File: config.mk
export PLATFORM = sky130hd
export DESIGN_NAME = ttc_top
export DESIGN_NICKNAME = d
export VERILOG_FILES = /design/src/ttc_pkg.sv /design/src/ttc_div.sv /design/src/ttc_edge.sv /design/src/ttc_top.sv
export VERILOG_INCLUDE_DIRS = /design/src
export SDC_FILE = /design/constraint.sdc
export NUM_CORES = 1
export LEC_CHECK = 0
export BUFFER_PORTS_ARGS = -buffer_cell sky130_fd_sc_hd__buf_4
export CORE_ASPECT_RATIO = 0.8
export CORE_UTILIZATION = 55
export CTS_CLUSTER_DIAMETER = 40
export DETAILED_ROUTE_END_ITERATION = 12
export PLACE_DENSITY_LB_ADDON = 0.12
export RECOVER_POWER = 50
export SYNTH_ARGS = -nofsm -noshare
export SYNTH_HDL_FRONTEND = slang
export SYNTH_HIERARCHICAL = 1
export SYNTH_SLANG_ARGS = --single-unit
File: constraint.sdc
create_clock -name i_clk -period 4.5 [get_ports i_clk]
set_clock_uncertainty 0.2 [all_clocks]
set_input_delay 0.225 -clock i_clk [delete_from_list [all_inputs] [get_ports i_clk]]
set_output_delay 0.225 -clock i_clk [all_outputs]
set_load 0.03 [all_outputs]
File: src/ttc_defs.svh
// register offsets, field positions, reset values and divider counts of the timer block
`ifndef TTC_DEFS_SVH
`define TTC_DEFS_SVH

`define TTC_ADDR_W        8
`define TTC_OFF_TCTRL     8'h00
`define TTC_OFF_TMODE     8'h01
`define TTC_OFF_U0_LO     8'h02
`define TTC_OFF_U1_LO     8'h03
`define TTC_OFF_U0_HI     8'h04
`define TTC_OFF_U1_HI     8'h05
`define TTC_OFF_T2CTRL    8'h06
`define TTC_OFF_T2MODE    8'h07
`define TTC_OFF_RCAP_LO   8'h08
`define TTC_OFF_RCAP_HI   8'h09
`define TTC_OFF_U2_LO     8'h0A
`define TTC_OFF_U2_HI     8'h0B
`define TTC_OFF_CFG       8'h0C

// timer_control_reg fields
`define TTC_TC_TF1        7
`define TTC_TC_TR1        6
`define TTC_TC_TF0        5
`define TTC_TC_TR0        4
// timer_mode_reg fields, per nibble
`define TTC_TM_GATE       3
`define TTC_TM_CT         2
// third_unit_control_reg fields
`define TTC_T2_TF2        7
`define TTC_T2_EXF2       6
`define TTC_T2_RCLK       5
`define TTC_T2_TCLK       4
`define TTC_T2_EXEN       3
`define TTC_T2_RUN        2
`define TTC_T2_CT         1
`define TTC_T2_CPRL       0
// third_unit_mode_reg and config fields
`define TTC_T2M_OE        1
`define TTC_CFG_SIX       0

`define TTC_RST_BYTE      8'h00
`define TTC_DIV_TWELVE    4'hC
`define TTC_DIV_SIX       4'h6

`endif

File: src/ttc_pkg.sv
// types shared by the timer block
package ttc_pkg;
  typedef enum logic [1:0] {
    TTC_M13   = 2'h0,
    TTC_M16   = 2'h1,
    TTC_M8R   = 2'h2,
    TTC_SPLIT = 2'h3
  } ttc_mode_t;
endpackage

File: src/ttc_div.sv
// machine-cycle and half-rate enable divider
`timescale 1ns/100ps
`include "ttc_defs.svh"
module ttc_div (
  input  wire logic i_clk,
  input  wire logic i_rst_b,
  input  wire logic i_six_clk,
  output logic      o_mc_en,
  output logic      o_half_en
);
  logic [3:0] cnt_r;
  logic [3:0] cnt_nxt;
  logic [3:0] last;

  // wrap at 12 or 6 oscillator clocks per machine cycle
  always_comb begin
    last    = (i_six_clk ? `TTC_DIV_SIX : `TTC_DIV_TWELVE) - 4'h1;
    cnt_nxt = (cnt_r >= last) ? 4'h0 : cnt_r + 4'h1;
  end

  always_ff @(posedge i_clk or negedge i_rst_b) begin
    if (!i_rst_b) begin
      cnt_r <= 4'h0;
    end else begin
      cnt_r <= cnt_nxt;
    end
  end

  assign o_mc_en   = (cnt_r == last);
  assign o_half_en = i_six_clk | cnt_r[0]; // every clock or every second clock
endmodule

File: src/ttc_edge.sv
// pin sampler with falling-edge pulses
`timescale 1ns/100ps
module ttc_edge #(
  parameter int W = 6
) (
  input  wire logic         i_clk,
  input  wire logic         i_rst_b,
  input  wire logic [W-1:0] i_pins,
  output logic      [W-1:0] o_fall
);
  logic [W-1:0] prev_r;
  logic [W-1:0] prev_nxt;

  // previous level, pins idle high
  always_comb begin
    prev_nxt = i_pins;
  end

  always_ff @(posedge i_clk or negedge i_rst_b) begin
    if (!i_rst_b) begin
      prev_r <= '1;
    end else begin
      prev_r <= prev_nxt;
    end
  end

  assign o_fall = prev_r & ~i_pins;
endmodule

File: src/ttc_top.sv
// three 16-bit timer/counters with clock output on port 1 bit 0
//
// Notes on behaviour
// - three independent 16-bit units, each timer or event counter
// - each count readable and writable as high and low byte registers
// - mode register low nibble: modes 0..3, +4 counter, +8 pin gated, unit zero
// - high nibble configures unit one alike; mode 3 holds unit one
// - internal control: unit runs while its run bit is set
// - pin gated unit zero runs while run bit set and first irq pin high
// - pin gated unit one runs while run bit set and second irq pin high
// - third unit control: 00 reload, 01 capture, +2 counter, +8 pin enable
// - 34/24/14 select baud generation both, receive, transmit; +2 pin variants
// - without pin enable, reload only on overflow; capture mode never captures
// - pin enabled: falling capture pin edge also acts, except baud mode
// - 50% duty clock output on port 1 bit 0
// - port 1 bit 0 is also the third unit count input
// - clock out = osc / (n*(65536-reload)), n 2 six-clock, 4 twelve-clock
// - reload value is reload high and low bytes as one unsigned word
// - clock-out overflows raise no overflow flag, as in baud mode
// - baud generation and clock output may run together
// - output enable bit gates the clock onto port 1 bit 0
//
// The address-and-strobe port and the register offsets were decided locally.
`timescale 1ns/100ps
`include "ttc_defs.svh"
module ttc_top
  import ttc_pkg::*;
(
  input  wire logic                   i_clk,
  input  wire logic                   i_rst_b,
  input  wire logic [`TTC_ADDR_W-1:0] i_addr,
  input  wire logic [7:0]             i_wdata,
  input  wire logic                   i_wr,
  input  wire logic                   i_rd,
  input  wire logic                   i_first_ext_irq_pin,
  input  wire logic                   i_second_ext_irq_pin,
  input  wire logic                   i_unit_zero_count_pin,
  input  wire logic                   i_unit_one_count_pin,
  input  wire logic                   i_p1_0,
  input  wire logic                   i_third_unit_capture_pin,
  output logic [7:0]                  o_rdata,
  output logic                        o_p1_0_out,
  output logic                        o_p1_0_oe,
  output logic                        o_rx_baud_tick,
  output logic                        o_tx_baud_tick,
  output logic                        o_unit_zero_ovf,
  output logic                        o_unit_one_ovf,
  output logic                        o_third_unit_ovf,
  output logic                        o_third_unit_ext
);
  // reset release through two flops
  logic rst_s1_r;
  logic rst_b;

  always_ff @(posedge i_clk or negedge i_rst_b) begin
    if (!i_rst_b) begin
      rst_s1_r <= 1'b0;
      rst_b    <= 1'b0;
    end else begin
      rst_s1_r <= 1'b1;
      rst_b    <= rst_s1_r;
    end
  end

  // one step of a unit-zero/one style counter; returns {overflow, high, low}
  function automatic logic [16:0] ttc_step(input ttc_mode_t m, input logic [7:0] hi,
                                           input logic [7:0] lo);
    logic [5:0]  l5;
    logic [8:0]  l9;
    logic [8:0]  h9;
    logic [16:0] r;
    l5 = {1'b0, lo[4:0]} + 6'h01;
    l9 = {1'b0, lo} + 9'h001;
    h9 = {1'b0, hi} + 9'h001;
    case (m)
      TTC_M13: begin // 5-bit prescale in low byte under the high byte
        if (l5[5]) r = {h9[8], h9[7:0], lo[7:5], 5'h00};
        else       r = {1'b0, hi, lo[7:5], l5[4:0]};
      end
      TTC_M16: begin
        if (l9[8]) r = {h9, 8'h00};
        else       r = {1'b0, hi, l9[7:0]};
      end
      TTC_M8R: begin // low byte reloads from high byte
        if (l9[8]) r = {1'b1, hi, hi};
        else       r = {1'b0, hi, l9[7:0]};
      end
      default: r = {l9[8], hi, l9[7:0]}; // split: low byte alone
    endcase
    return r;
  endfunction

  // rate enables and pin edges
  logic       mc_en;
  logic       half_en;
  logic [5:0] fall;
  logic       six_r;

  ttc_div u_div (
    .i_clk     (i_clk),
    .i_rst_b   (rst_b),
    .i_six_clk (six_r),
    .o_mc_en   (mc_en),
    .o_half_en (half_en)
  );

  ttc_edge #(.W(6)) u_edge (
    .i_clk   (i_clk),
    .i_rst_b (rst_b),
    .i_pins  ({i_third_unit_capture_pin, i_p1_0, i_unit_one_count_pin,
               i_unit_zero_count_pin, i_second_ext_irq_pin, i_first_ext_irq_pin}),
    .o_fall  (fall)
  );

  // register state
  logic [7:0] tmode_r;
  logic [7:0] tmode_nxt;
  logic       tr0_r;
  logic       tr0_nxt;
  logic       tr1_r;
  logic       tr1_nxt;
  logic       tf0_r;
  logic       tf0_nxt;
  logic       tf1_r;
  logic       tf1_nxt;
  logic [7:0] u0_lo_r;
  logic [7:0] u0_lo_nxt;
  logic [7:0] u0_hi_r;
  logic [7:0] u0_hi_nxt;
  logic [7:0] u1_lo_r;
  logic [7:0] u1_lo_nxt;
  logic [7:0] u1_hi_r;
  logic [7:0] u1_hi_nxt;
  logic [7:0] t2ctl_r;
  logic [7:0] t2ctl_nxt;
  logic       t2oe_r;
  logic       t2oe_nxt;
  logic       six_nxt;
  logic [7:0] rc_lo_r;
  logic [7:0] rc_lo_nxt;
  logic [7:0] rc_hi_r;
  logic [7:0] rc_hi_nxt;
  logic [7:0] u2_lo_r;
  logic [7:0] u2_lo_nxt;
  logic [7:0] u2_hi_r;
  logic [7:0] u2_hi_nxt;
  logic       clk_r;
  logic       clk_nxt;
  logic       oe_r;
  logic       oe_nxt;
  logic       rx_r;
  logic       rx_nxt;
  logic       tx_r;
  logic       tx_nxt;
  logic [7:0] rdata_r;
  logic [7:0] rdata_nxt;

  // decoded controls
  ttc_mode_t  m0, m1;
  logic       split0, run0, run1, run0h, tick0, tick1, tick0h;
  logic       baud, clkout, tick2, ovf2, ext2;
  logic [16:0] s0, s1, s0h;
  logic [16:0] c2;
  logic       wr_tc, wr_t2;

  always_comb begin
    m0     = ttc_mode_t'(tmode_r[1:0]);
    m1     = ttc_mode_t'(tmode_r[5:4]);
    split0 = (m0 == TTC_SPLIT);
    // gated units run while the irq pin is high
    run0   = tr0_r & (~tmode_r[`TTC_TM_GATE] | i_first_ext_irq_pin);
    run1   = tr1_r & (~tmode_r[`TTC_TM_GATE+4] | i_second_ext_irq_pin);
    tick0  = run0 & (tmode_r[`TTC_TM_CT] ? fall[2] : mc_en);
    tick1  = run1 & (tmode_r[`TTC_TM_CT+4] ? fall[3] : mc_en) & (m1 != TTC_SPLIT);
    run0h  = split0 & tr1_r; // split high byte borrows unit one run bit
    tick0h = run0h & mc_en;
    s0     = ttc_step(m0, u0_hi_r, u0_lo_r);
    s1     = ttc_step(m1, u1_hi_r, u1_lo_r);
    s0h    = ttc_step(TTC_SPLIT, 8'h00, u0_hi_r);
    // third unit
    baud   = t2ctl_r[`TTC_T2_RCLK] | t2ctl_r[`TTC_T2_TCLK];
    clkout = t2oe_r & ~t2ctl_r[`TTC_T2_CT];
    tick2  = t2ctl_r[`TTC_T2_RUN] & (t2ctl_r[`TTC_T2_CT] ? fall[4] :
             ((baud | clkout) ? half_en : mc_en));
    c2     = {1'b0, u2_hi_r, u2_lo_r} + 17'h0_0001;
    ovf2   = tick2 & c2[16];
    ext2   = t2ctl_r[`TTC_T2_EXEN] & fall[5] & ~baud;
    wr_tc  = i_wr & (i_addr == `TTC_OFF_TCTRL);
    wr_t2  = i_wr & (i_addr == `TTC_OFF_T2CTRL);
  end

  // unit zero and one next state
  always_comb begin
    tmode_nxt = (i_wr && i_addr == `TTC_OFF_TMODE) ? i_wdata : tmode_r;
    tr0_nxt   = wr_tc ? i_wdata[`TTC_TC_TR0] : tr0_r;
    tr1_nxt   = wr_tc ? i_wdata[`TTC_TC_TR1] : tr1_r;
    u0_lo_nxt = u0_lo_r;
    u0_hi_nxt = u0_hi_r;
    u1_lo_nxt = u1_lo_r;
    u1_hi_nxt = u1_hi_r;
    if (tick0) begin
      u0_lo_nxt = s0[7:0];
      if (!split0) u0_hi_nxt = s0[15:8];
    end
    if (tick0h) u0_hi_nxt = s0h[7:0];
    if (tick1) begin
      u1_lo_nxt = s1[7:0];
      u1_hi_nxt = s1[15:8];
    end
    // software writes win over counting in the same cycle
    if (i_wr && i_addr == `TTC_OFF_U0_LO) u0_lo_nxt = i_wdata;
    if (i_wr && i_addr == `TTC_OFF_U0_HI) u0_hi_nxt = i_wdata;
    if (i_wr && i_addr == `TTC_OFF_U1_LO) u1_lo_nxt = i_wdata;
    if (i_wr && i_addr == `TTC_OFF_U1_HI) u1_hi_nxt = i_wdata;
    // overflow sets win over a software clear
    tf0_nxt = (wr_tc ? i_wdata[`TTC_TC_TF0] : tf0_r) | (tick0 & s0[16]);
    tf1_nxt = (wr_tc ? i_wdata[`TTC_TC_TF1] : tf1_r) |
              (split0 ? (tick0h & s0h[16]) : (tick1 & s1[16]));
  end

  // third unit next state
  always_comb begin
    t2ctl_nxt = wr_t2 ? i_wdata : t2ctl_r;
    t2oe_nxt  = (i_wr && i_addr == `TTC_OFF_T2MODE) ? i_wdata[`TTC_T2M_OE] : t2oe_r;
    six_nxt   = (i_wr && i_addr == `TTC_OFF_CFG) ? i_wdata[`TTC_CFG_SIX] : six_r;
    rc_lo_nxt = rc_lo_r;
    rc_hi_nxt = rc_hi_r;
    u2_lo_nxt = u2_lo_r;
    u2_hi_nxt = u2_hi_r;
    if (tick2) begin
      {u2_hi_nxt, u2_lo_nxt} = c2[15:0];
      if (ovf2) begin
        // reload from the capture pair unless in plain capture mode
        if (baud || clkout || !t2ctl_r[`TTC_T2_CPRL]) begin
          {u2_hi_nxt, u2_lo_nxt} = {rc_hi_r, rc_lo_r};
        end
      end
    end
    if (ext2) begin
      if (t2ctl_r[`TTC_T2_CPRL] && !clkout) begin // capture the running count
        {rc_hi_nxt, rc_lo_nxt} = {u2_hi_r, u2_lo_r};
      end else begin
        {u2_hi_nxt, u2_lo_nxt} = {rc_hi_r, rc_lo_r};
      end
    end
    if (i_wr && i_addr == `TTC_OFF_RCAP_LO) rc_lo_nxt = i_wdata;
    if (i_wr && i_addr == `TTC_OFF_RCAP_HI) rc_hi_nxt = i_wdata;
    if (i_wr && i_addr == `TTC_OFF_U2_LO) u2_lo_nxt = i_wdata;
    if (i_wr && i_addr == `TTC_OFF_U2_HI) u2_hi_nxt = i_wdata;
    // flags: hardware set wins; no overflow flag in baud or clock-out use
    t2ctl_nxt[`TTC_T2_TF2]  = t2ctl_nxt[`TTC_T2_TF2] |
                              (ovf2 & ~baud & ~clkout);
    t2ctl_nxt[`TTC_T2_EXF2] = t2ctl_nxt[`TTC_T2_EXF2] | ext2;
    // outputs: clock toggles per overflow, baud ticks share it
    clk_nxt = clkout ? (clk_r ^ ovf2) : 1'b0;
    oe_nxt  = clkout;
    rx_nxt  = ovf2 & t2ctl_r[`TTC_T2_RCLK];
    tx_nxt  = ovf2 & t2ctl_r[`TTC_T2_TCLK];
  end

  // read mux; data stand one cycle after the strobe only
  always_comb begin
    rdata_nxt = 8'h00;
    if (i_rd) begin
      case (i_addr)
        `TTC_OFF_TCTRL:   rdata_nxt = {tf1_r, tr1_r, tf0_r, tr0_r, 4'h0};
        `TTC_OFF_TMODE:   rdata_nxt = tmode_r;
        `TTC_OFF_U0_LO:   rdata_nxt = u0_lo_r;
        `TTC_OFF_U1_LO:   rdata_nxt = u1_lo_r;
        `TTC_OFF_U0_HI:   rdata_nxt = u0_hi_r;
        `TTC_OFF_U1_HI:   rdata_nxt = u1_hi_r;
        `TTC_OFF_T2CTRL:  rdata_nxt = t2ctl_r;
        `TTC_OFF_T2MODE:  rdata_nxt = {6'h00, t2oe_r, 1'b0};
        `TTC_OFF_RCAP_LO: rdata_nxt = rc_lo_r;
        `TTC_OFF_RCAP_HI: rdata_nxt = rc_hi_r;
        `TTC_OFF_U2_LO:   rdata_nxt = u2_lo_r;
        `TTC_OFF_U2_HI:   rdata_nxt = u2_hi_r;
        `TTC_OFF_CFG:     rdata_nxt = {7'h00, six_r};
        default:          rdata_nxt = 8'h00;
      endcase
    end
  end

  // all state registers except the two reset release flops
  always_ff @(posedge i_clk or negedge rst_b) begin
    if (!rst_b) begin
      tmode_r <= `TTC_RST_BYTE;
      tr0_r   <= 1'b0;
      tr1_r   <= 1'b0;
      tf0_r   <= 1'b0;
      tf1_r   <= 1'b0;
      u0_lo_r <= `TTC_RST_BYTE;
      u0_hi_r <= `TTC_RST_BYTE;
      u1_lo_r <= `TTC_RST_BYTE;
      u1_hi_r <= `TTC_RST_BYTE;
      t2ctl_r <= `TTC_RST_BYTE;
      t2oe_r  <= 1'b0;
      six_r   <= 1'b0;
      rc_lo_r <= `TTC_RST_BYTE;
      rc_hi_r <= `TTC_RST_BYTE;
      u2_lo_r <= `TTC_RST_BYTE;
      u2_hi_r <= `TTC_RST_BYTE;
      clk_r   <= 1'b0;
      oe_r    <= 1'b0;
      rx_r    <= 1'b0;
      tx_r    <= 1'b0;
      rdata_r <= 8'h00;
    end else begin
      tmode_r <= tmode_nxt;
      tr0_r   <= tr0_nxt;
      tr1_r   <= tr1_nxt;
      tf0_r   <= tf0_nxt;
      tf1_r   <= tf1_nxt;
      u0_lo_r <= u0_lo_nxt;
      u0_hi_r <= u0_hi_nxt;
      u1_lo_r <= u1_lo_nxt;
      u1_hi_r <= u1_hi_nxt;
      t2ctl_r <= t2ctl_nxt;
      t2oe_r  <= t2oe_nxt;
      six_r   <= six_nxt;
      rc_lo_r <= rc_lo_nxt;
      rc_hi_r <= rc_hi_nxt;
      u2_lo_r <= u2_lo_nxt;
      u2_hi_r <= u2_hi_nxt;
      clk_r   <= clk_nxt;
      oe_r    <= oe_nxt;
      rx_r    <= rx_nxt;
      tx_r    <= tx_nxt;
      rdata_r <= rdata_nxt;
    end
  end

  // outputs straight from flops
  assign o_rdata          = rdata_r;
  assign o_p1_0_out       = clk_r;
  assign o_p1_0_oe        = oe_r;
  assign o_rx_baud_tick   = rx_r;
  assign o_tx_baud_tick   = tx_r;
  assign o_unit_zero_ovf  = tf0_r;
  assign o_unit_one_ovf   = tf1_r;
  assign o_third_unit_ovf = t2ctl_r[`TTC_T2_TF2];
  assign o_third_unit_ext = t2ctl_r[`TTC_T2_EXF2];
endmodule

After elaboration in Yosys (flattened, before gate mapping)

Index checks and enable logic that the tools add are counted.

Add/sub/neg operators: 9
$lt $le $gt $ge: 1
Equal/unequal tests: 28
Mux-type cells: 49
Bitwise operators: 38
Reductions and logical operators: 35

Operator list:

| operator              | count |
|---|---|
| $mux 8                | 30 |
| $pmux 8 s13           | 1 |
| $mux 17               | 6 |
| $pmux 17 s3           | 2 |
| $eq 8x4->1 const B    | 5 |
| $add 8x1->9 const B   | 4 |
| $eq 8x3->1 const B    | 4 |
| $and 1x1->1           | 21 |
| $add 16x1->17 const B | 1 |
| $eq 8x2->1 const B    | 2 |
| $reduce_bool 2->1     | 7 |
| $add 5x1->6 const B   | 2 |
| $logic_and 1x1->1     | 12 |
| $ne 3x3->1 const B    | 3 |
| $or 1x1->1            | 9 |
| $eq 8x1->1 const B    | 1 |
| $logic_not 8->1       | 1 |
| $mux 1                | 8 |
| $mux 4                | 2 |
| $ne 2x2->1 const B    | 4 |
| $ne 4x4->1 const B    | 2 |
| $reduce_and 2->1      | 4 |
| $and 6x6->6           | 1 |
| $eq 2x2->1 const B    | 3 |
| other kinds (16)      | 25 |

Flip-flop bits (word level): 110
Input bits: 26
Output and inout bits: 16
Word-level logic and storage cells: 188

Logic depth before layout (Yosys ltp)

Depth after elaboration: 12
Mapped depth: 10

By module

Netlist, hierarchy kept.

By module, submodules not included:

| module   | instances | cells an instance | area each (µm²) | sequential area each (µm²) |
|---|---|---|---|---|
| ttc_top  | 1         | 730               | 6465.0          | 2502.4 |
| ttc_edge | 1         | 12                | 240.2           | 157.7 |
| ttc_div  | 1         | 21                | 234.0           | 100.1 |

Least setup slack after synthesis

OpenSTA, ideal clock, no wires.

Kind: register to register
Start point: register six_r
End point: register u2_hi_r[2]
Setup time: 0.126 ns
Arrival: 2.263 ns
Data required time: 4.174 ns
Setup slack: 1.911 ns
Stages on the path, launching flop included: 10
Cell sequence: dfrtp_1 -> inv_1 -> ha_1 -> and4_4 -> nor4b_1 -> o311ai_2 -> nor4_1 -> xnor2_1 -> a221oi_1 -> nor2_1

Word-level cells in the longest chain between the ends: 12

RTL lines:

| what                      | line           | source |
|---|---|---|
| start: declaration        | ttc_top.sv:97  | `logic six_r;` |
| start signal: assignment  | ttc_top.sv:320 | `six_r <= six_nxt;` |
| $mux 4 (no source line) * | -              |  |
| $sub 4x1->4 *             | ttc_div.sv:17  | `` last = (i_six_clk ? `TTC_DIV_SIX : `TTC_DIV_TWELVE) - 4'h1; `` |
| $eq 4x4->1 *              | ttc_div.sv:29  | `assign o_mc_en = (cnt_r == last);` |
| via mc_en                 | ttc_top.sv:94  | `logic mc_en;` |
| $mux 1 *                  | ttc_top.sv:184 | `((baud \| clkout) ? half_en : mc_en));` |
| $mux 1 *                  | ttc_top.sv:183 | `` tick2 = t2ctl_r[`TTC_T2_RUN] & (t2ctl_r[`TTC_T2_CT] ? fall[4] : `` |
| $and 1x1->1 *             | ttc_top.sv:183 |  |
| $and 1x1->1               | ttc_top.sv:186 | `ovf2 = tick2 & c2[16];` |
| $mux 8                    | ttc_top.sv:232 | `if (ovf2) begin` |
| $mux 8 *                  | ttc_top.sv:230 | `if (tick2) begin` |
| $mux 8                    | ttc_top.sv:240 | `` if (t2ctl_r[`TTC_T2_CPRL] && !clkout) begin `` |
| $mux 8 *                  | ttc_top.sv:239 | `if (ext2) begin` |
| $mux 8 *                  | ttc_top.sv:249 | `` if (i_wr && i_addr == `TTC_OFF_U2_HI) u2_hi_nxt = i_wdata; `` |
| via u2_hi_nxt[2]          | ttc_top.sv:146 | `logic [7:0] u2_hi_nxt;` |
| end signal: assignment    | ttc_top.sv:302 | `` u2_hi_r <= `TTC_RST_BYTE; `` |
| end signal: assignment    | ttc_top.sv:324 | `u2_hi_r <= u2_hi_nxt;` |
| end: declaration          | ttc_top.sv:145 | `logic [7:0] u2_hi_r;` |

The timed path passes the listed nets; every way through them passes the cells marked *.
A chain may end at the register's enable or synchronous reset.

Worst setup path after layout

Start point: register six_r
End point: register u0_hi_r[6]

Word-level cells in the longest chain between the ends: 7

RTL lines:

| what                               | line           | source |
|---|---|---|
| $mux 4 (no source line) *          | -              |  |
| $sub 4x1->4 *                      | ttc_div.sv:17  |  |
| $eq 4x4->1 *                       | ttc_div.sv:29  |  |
| via mc_en                          | ttc_top.sv:94  |  |
| $mux 1                             | ttc_top.sv:173 | `` tick0 = run0 & (tmode_r[`TTC_TM_CT] ? fall[2] : mc_en); `` |
| $and 1x1->1                        | ttc_top.sv:173 |  |
| $reduce_bool 3->1 (no source line) | -              |  |
| $reduce_and 6->1 (no source line)  | -              |  |
| end signal: assignment             | ttc_top.sv:293 | `` u0_hi_r <= `TTC_RST_BYTE; `` |
| end signal: assignment             | ttc_top.sv:315 | `u0_hi_r <= u0_hi_nxt;` |
| end: declaration                   | ttc_top.sv:128 | `logic [7:0] u0_hi_r;` |

Marks and branches as above.

==> reports/metrics.yaml <==
drt_wl_total_um: 21200
firstDrtPassIters: 6
finalHoldViolCount: 0
pwr-share-seq_pct: 49.5
grtUsageTotal_pct: 34.6
io_pins: 42
h-tree-depth: 3
worstSetupStartpointType: "flip-flop"
grt-ovfl-total: 0
ant_nets: 0
dr_wl_met3_um: 2140
power.density_mw_per_mm2: 345
worstSkewPairLatency_ps: 360
cp_cell_sequence: "inv_1, ha_1, and4_1, mux2i_1, nor3_1, a32o_1, o21ai_0, xor2_1, a21oi_1"
clk_path_buf_depth: 2
fin_crit_sh_pct: 74.9
max_freq_mhz: 297
p_switching_mw: 0.811
period_needed_ps: 3370
cp_top_family: "simple AND/OR/NAND/NOR gates"
route.met2.wl_um: 9200
rsz0062_at_grt: "no"
violations: "capacitance limit, slew limit"
layout-drive-gt1-share_pct: 12.7
finalPower_mw: 2.59
n_antenna_cell: 0
n_fill_cell: 1038
place.gp.congestion: 1.00
slew_headroom_pct: -8.51
cp_slowest_cell: "nor3_1"
numPortBuffers: 41
p_sw_share_pct: 31.4
first_iter_violations: 930
syn_area_mm2: 0.00686
post_cts_resized: 0
wl_met1_um: 9340
clk_pin_slew_worst_paths_ps: 80
antenna_found_initial: 2
worstMarginPinSlew_ps: 1630
setup_viol: 0
grt_pass1_vias: 5805
synth.avg_cell_area_um2: 9.04
root_buffer: "clkbuf_16"
slew_viol_final: 31
syn_to_final_growth_pct: 9.30
wl_per_cell_um: 22.8
vias_per_cell: 6.72
path_class: "reg2reg"
worstPathRequired_ps: 4570
synthCells: 759
grt_pass1_wl_um: 33600
yosysWarnings: 6
initial_core_util_pct: 56.4
cts_sinks: 108
crit_buf_inv: 1
cts_tree: "built"
die_w_um: 127
p_clk_share_pct: 34.5
cts_made_buffers: 9
top_layer_used: "met4"
drc: 0
critical_path.max_stage_delay_ps: 800
pwr-share-comb_pct: 16.0
die_h_um: 102
p_leak_nw: 3.12
fin_tns_setup_ps: 0
hold_path.class: "in2reg"
grt_max_degree: 78
run_status: "finished with violations"
dp_worst_setup_slack_ps: 1330
num_rows: 36
vdd_drop_max_mv: 0.323
max-cap-violations: 1
syn_nets: 794
internal-power_mw: 1.77
crit_arrival_ps: 3440
endpoint_kind: "flip-flop"
fin_util_pct: 61.6
coreArea_mm2: 0.0122
dp_hpwl_um: 14800
final_nets: 808
num_vias: 6251
fp.dieArea_mm2: 0.0129
cp_max_fo: 11
setup_slack_ps: 1130
-- layout make-up --
type	instances	area [µm²]	area share [%]
Tap cell	152	190	2.54
Timing Repair Buffer	48	297	3.96
Sequential cell	108	2710	36.2
Inverter	12	45.0	0.601
Clock inverter	7	108	1.44
Clock buffer	9	225	3.00
Multi-Input combinational cell	594	3920	52.3
-- layer usage --
metal / GRT usage [%] / up-vias
met5: 0 / -
met4: 10.1 / 0
met3: 5.39 / 44
met2: 51.7 / 364
met1: 52.1 / 3027
li1: - / 2816
-- per-stage QoR --
step                      cells  hold WS [ps]  area, µm²
after floorplan             759          -271       6860
after global placement      908          -193       7190
after detailed placement    908          -191       7190
after CTS                   930          1.63       7580
after global routing        930          10.4       7500
final                       930          14.7       7500
-- power groups by stage --
stage	logic [mW]	clock network, mW	registers (mW)
6_report	0.414	0.893	1.28
5_1_grt	0.460	0.944	1.30
4_1_cts	0.418	0.906	1.27
3_5_place_dp	0.412	0	1.29
3_3_place_gp	0.397	0	1.29
2_1_floorplan	0.319	0	1.22
-- worst register-to-register path, stage by stage, from the launching register on --
cell and delay, ps:
dfrtp_1 450, inv_1 70, ha_1 300, and4_1 370, mux2i_1 150, nor3_1 800, a32o_1 460, o21ai_0 150
xor2_1 170, a21oi_1 170
-- worst paths after layout --
check	start	end	slack [ps]	depth (start not counted)
worst max-delay path	six_r	u0_hi_r[6]	1130	9
min in group asynchronous	rst_b	u0_lo_r[1]	310	0
max in group asynchronous	rst_b	u2_lo_r[2]	1700	1
worst min-delay path	i_wdata[7]	u1_lo_r[7]	10	3
worst max register to register	six_r	u0_hi_r[6]	1130	9
worst min register to register	rst_s1_r	rst_b	160	0
-- sequential cells by signal, indices dropped and copies added (netlist names), 4 cells and up --
signal         flops
o_rdata            8
u0_hi_r            8
rc_lo_r            8
u_div/cnt_r        4
tmode_r            8
u2_hi_r            8
t2ctl_r            8
u1_lo_r            8
u_edge/prev_r      4
u0_lo_r            8
rc_hi_r            8
u2_lo_r            8
u1_hi_r            8
-- placed cells by master (no fill, tap or decap), drive strengths merged, types with 12 or more instances in the layout --
master	count
nand3	31
mux2	26
xnor2	21
a21oi	57
xor2	12
mux2i	32
buf	19
o21ai	55
clkbuf	32
inv	14
nor3	15
nor2	89
dfrtp	104
nand4	14
nand2	74
o22ai	12
-- timing repair --
action / 4_1_cts / 5_1_grt
hold buffers: 6 / 0
endpoints found under the hold margin: 6 / 0
setup buffers: 0 / 0
Note: power is estimated with default switching activity, not from simulation.
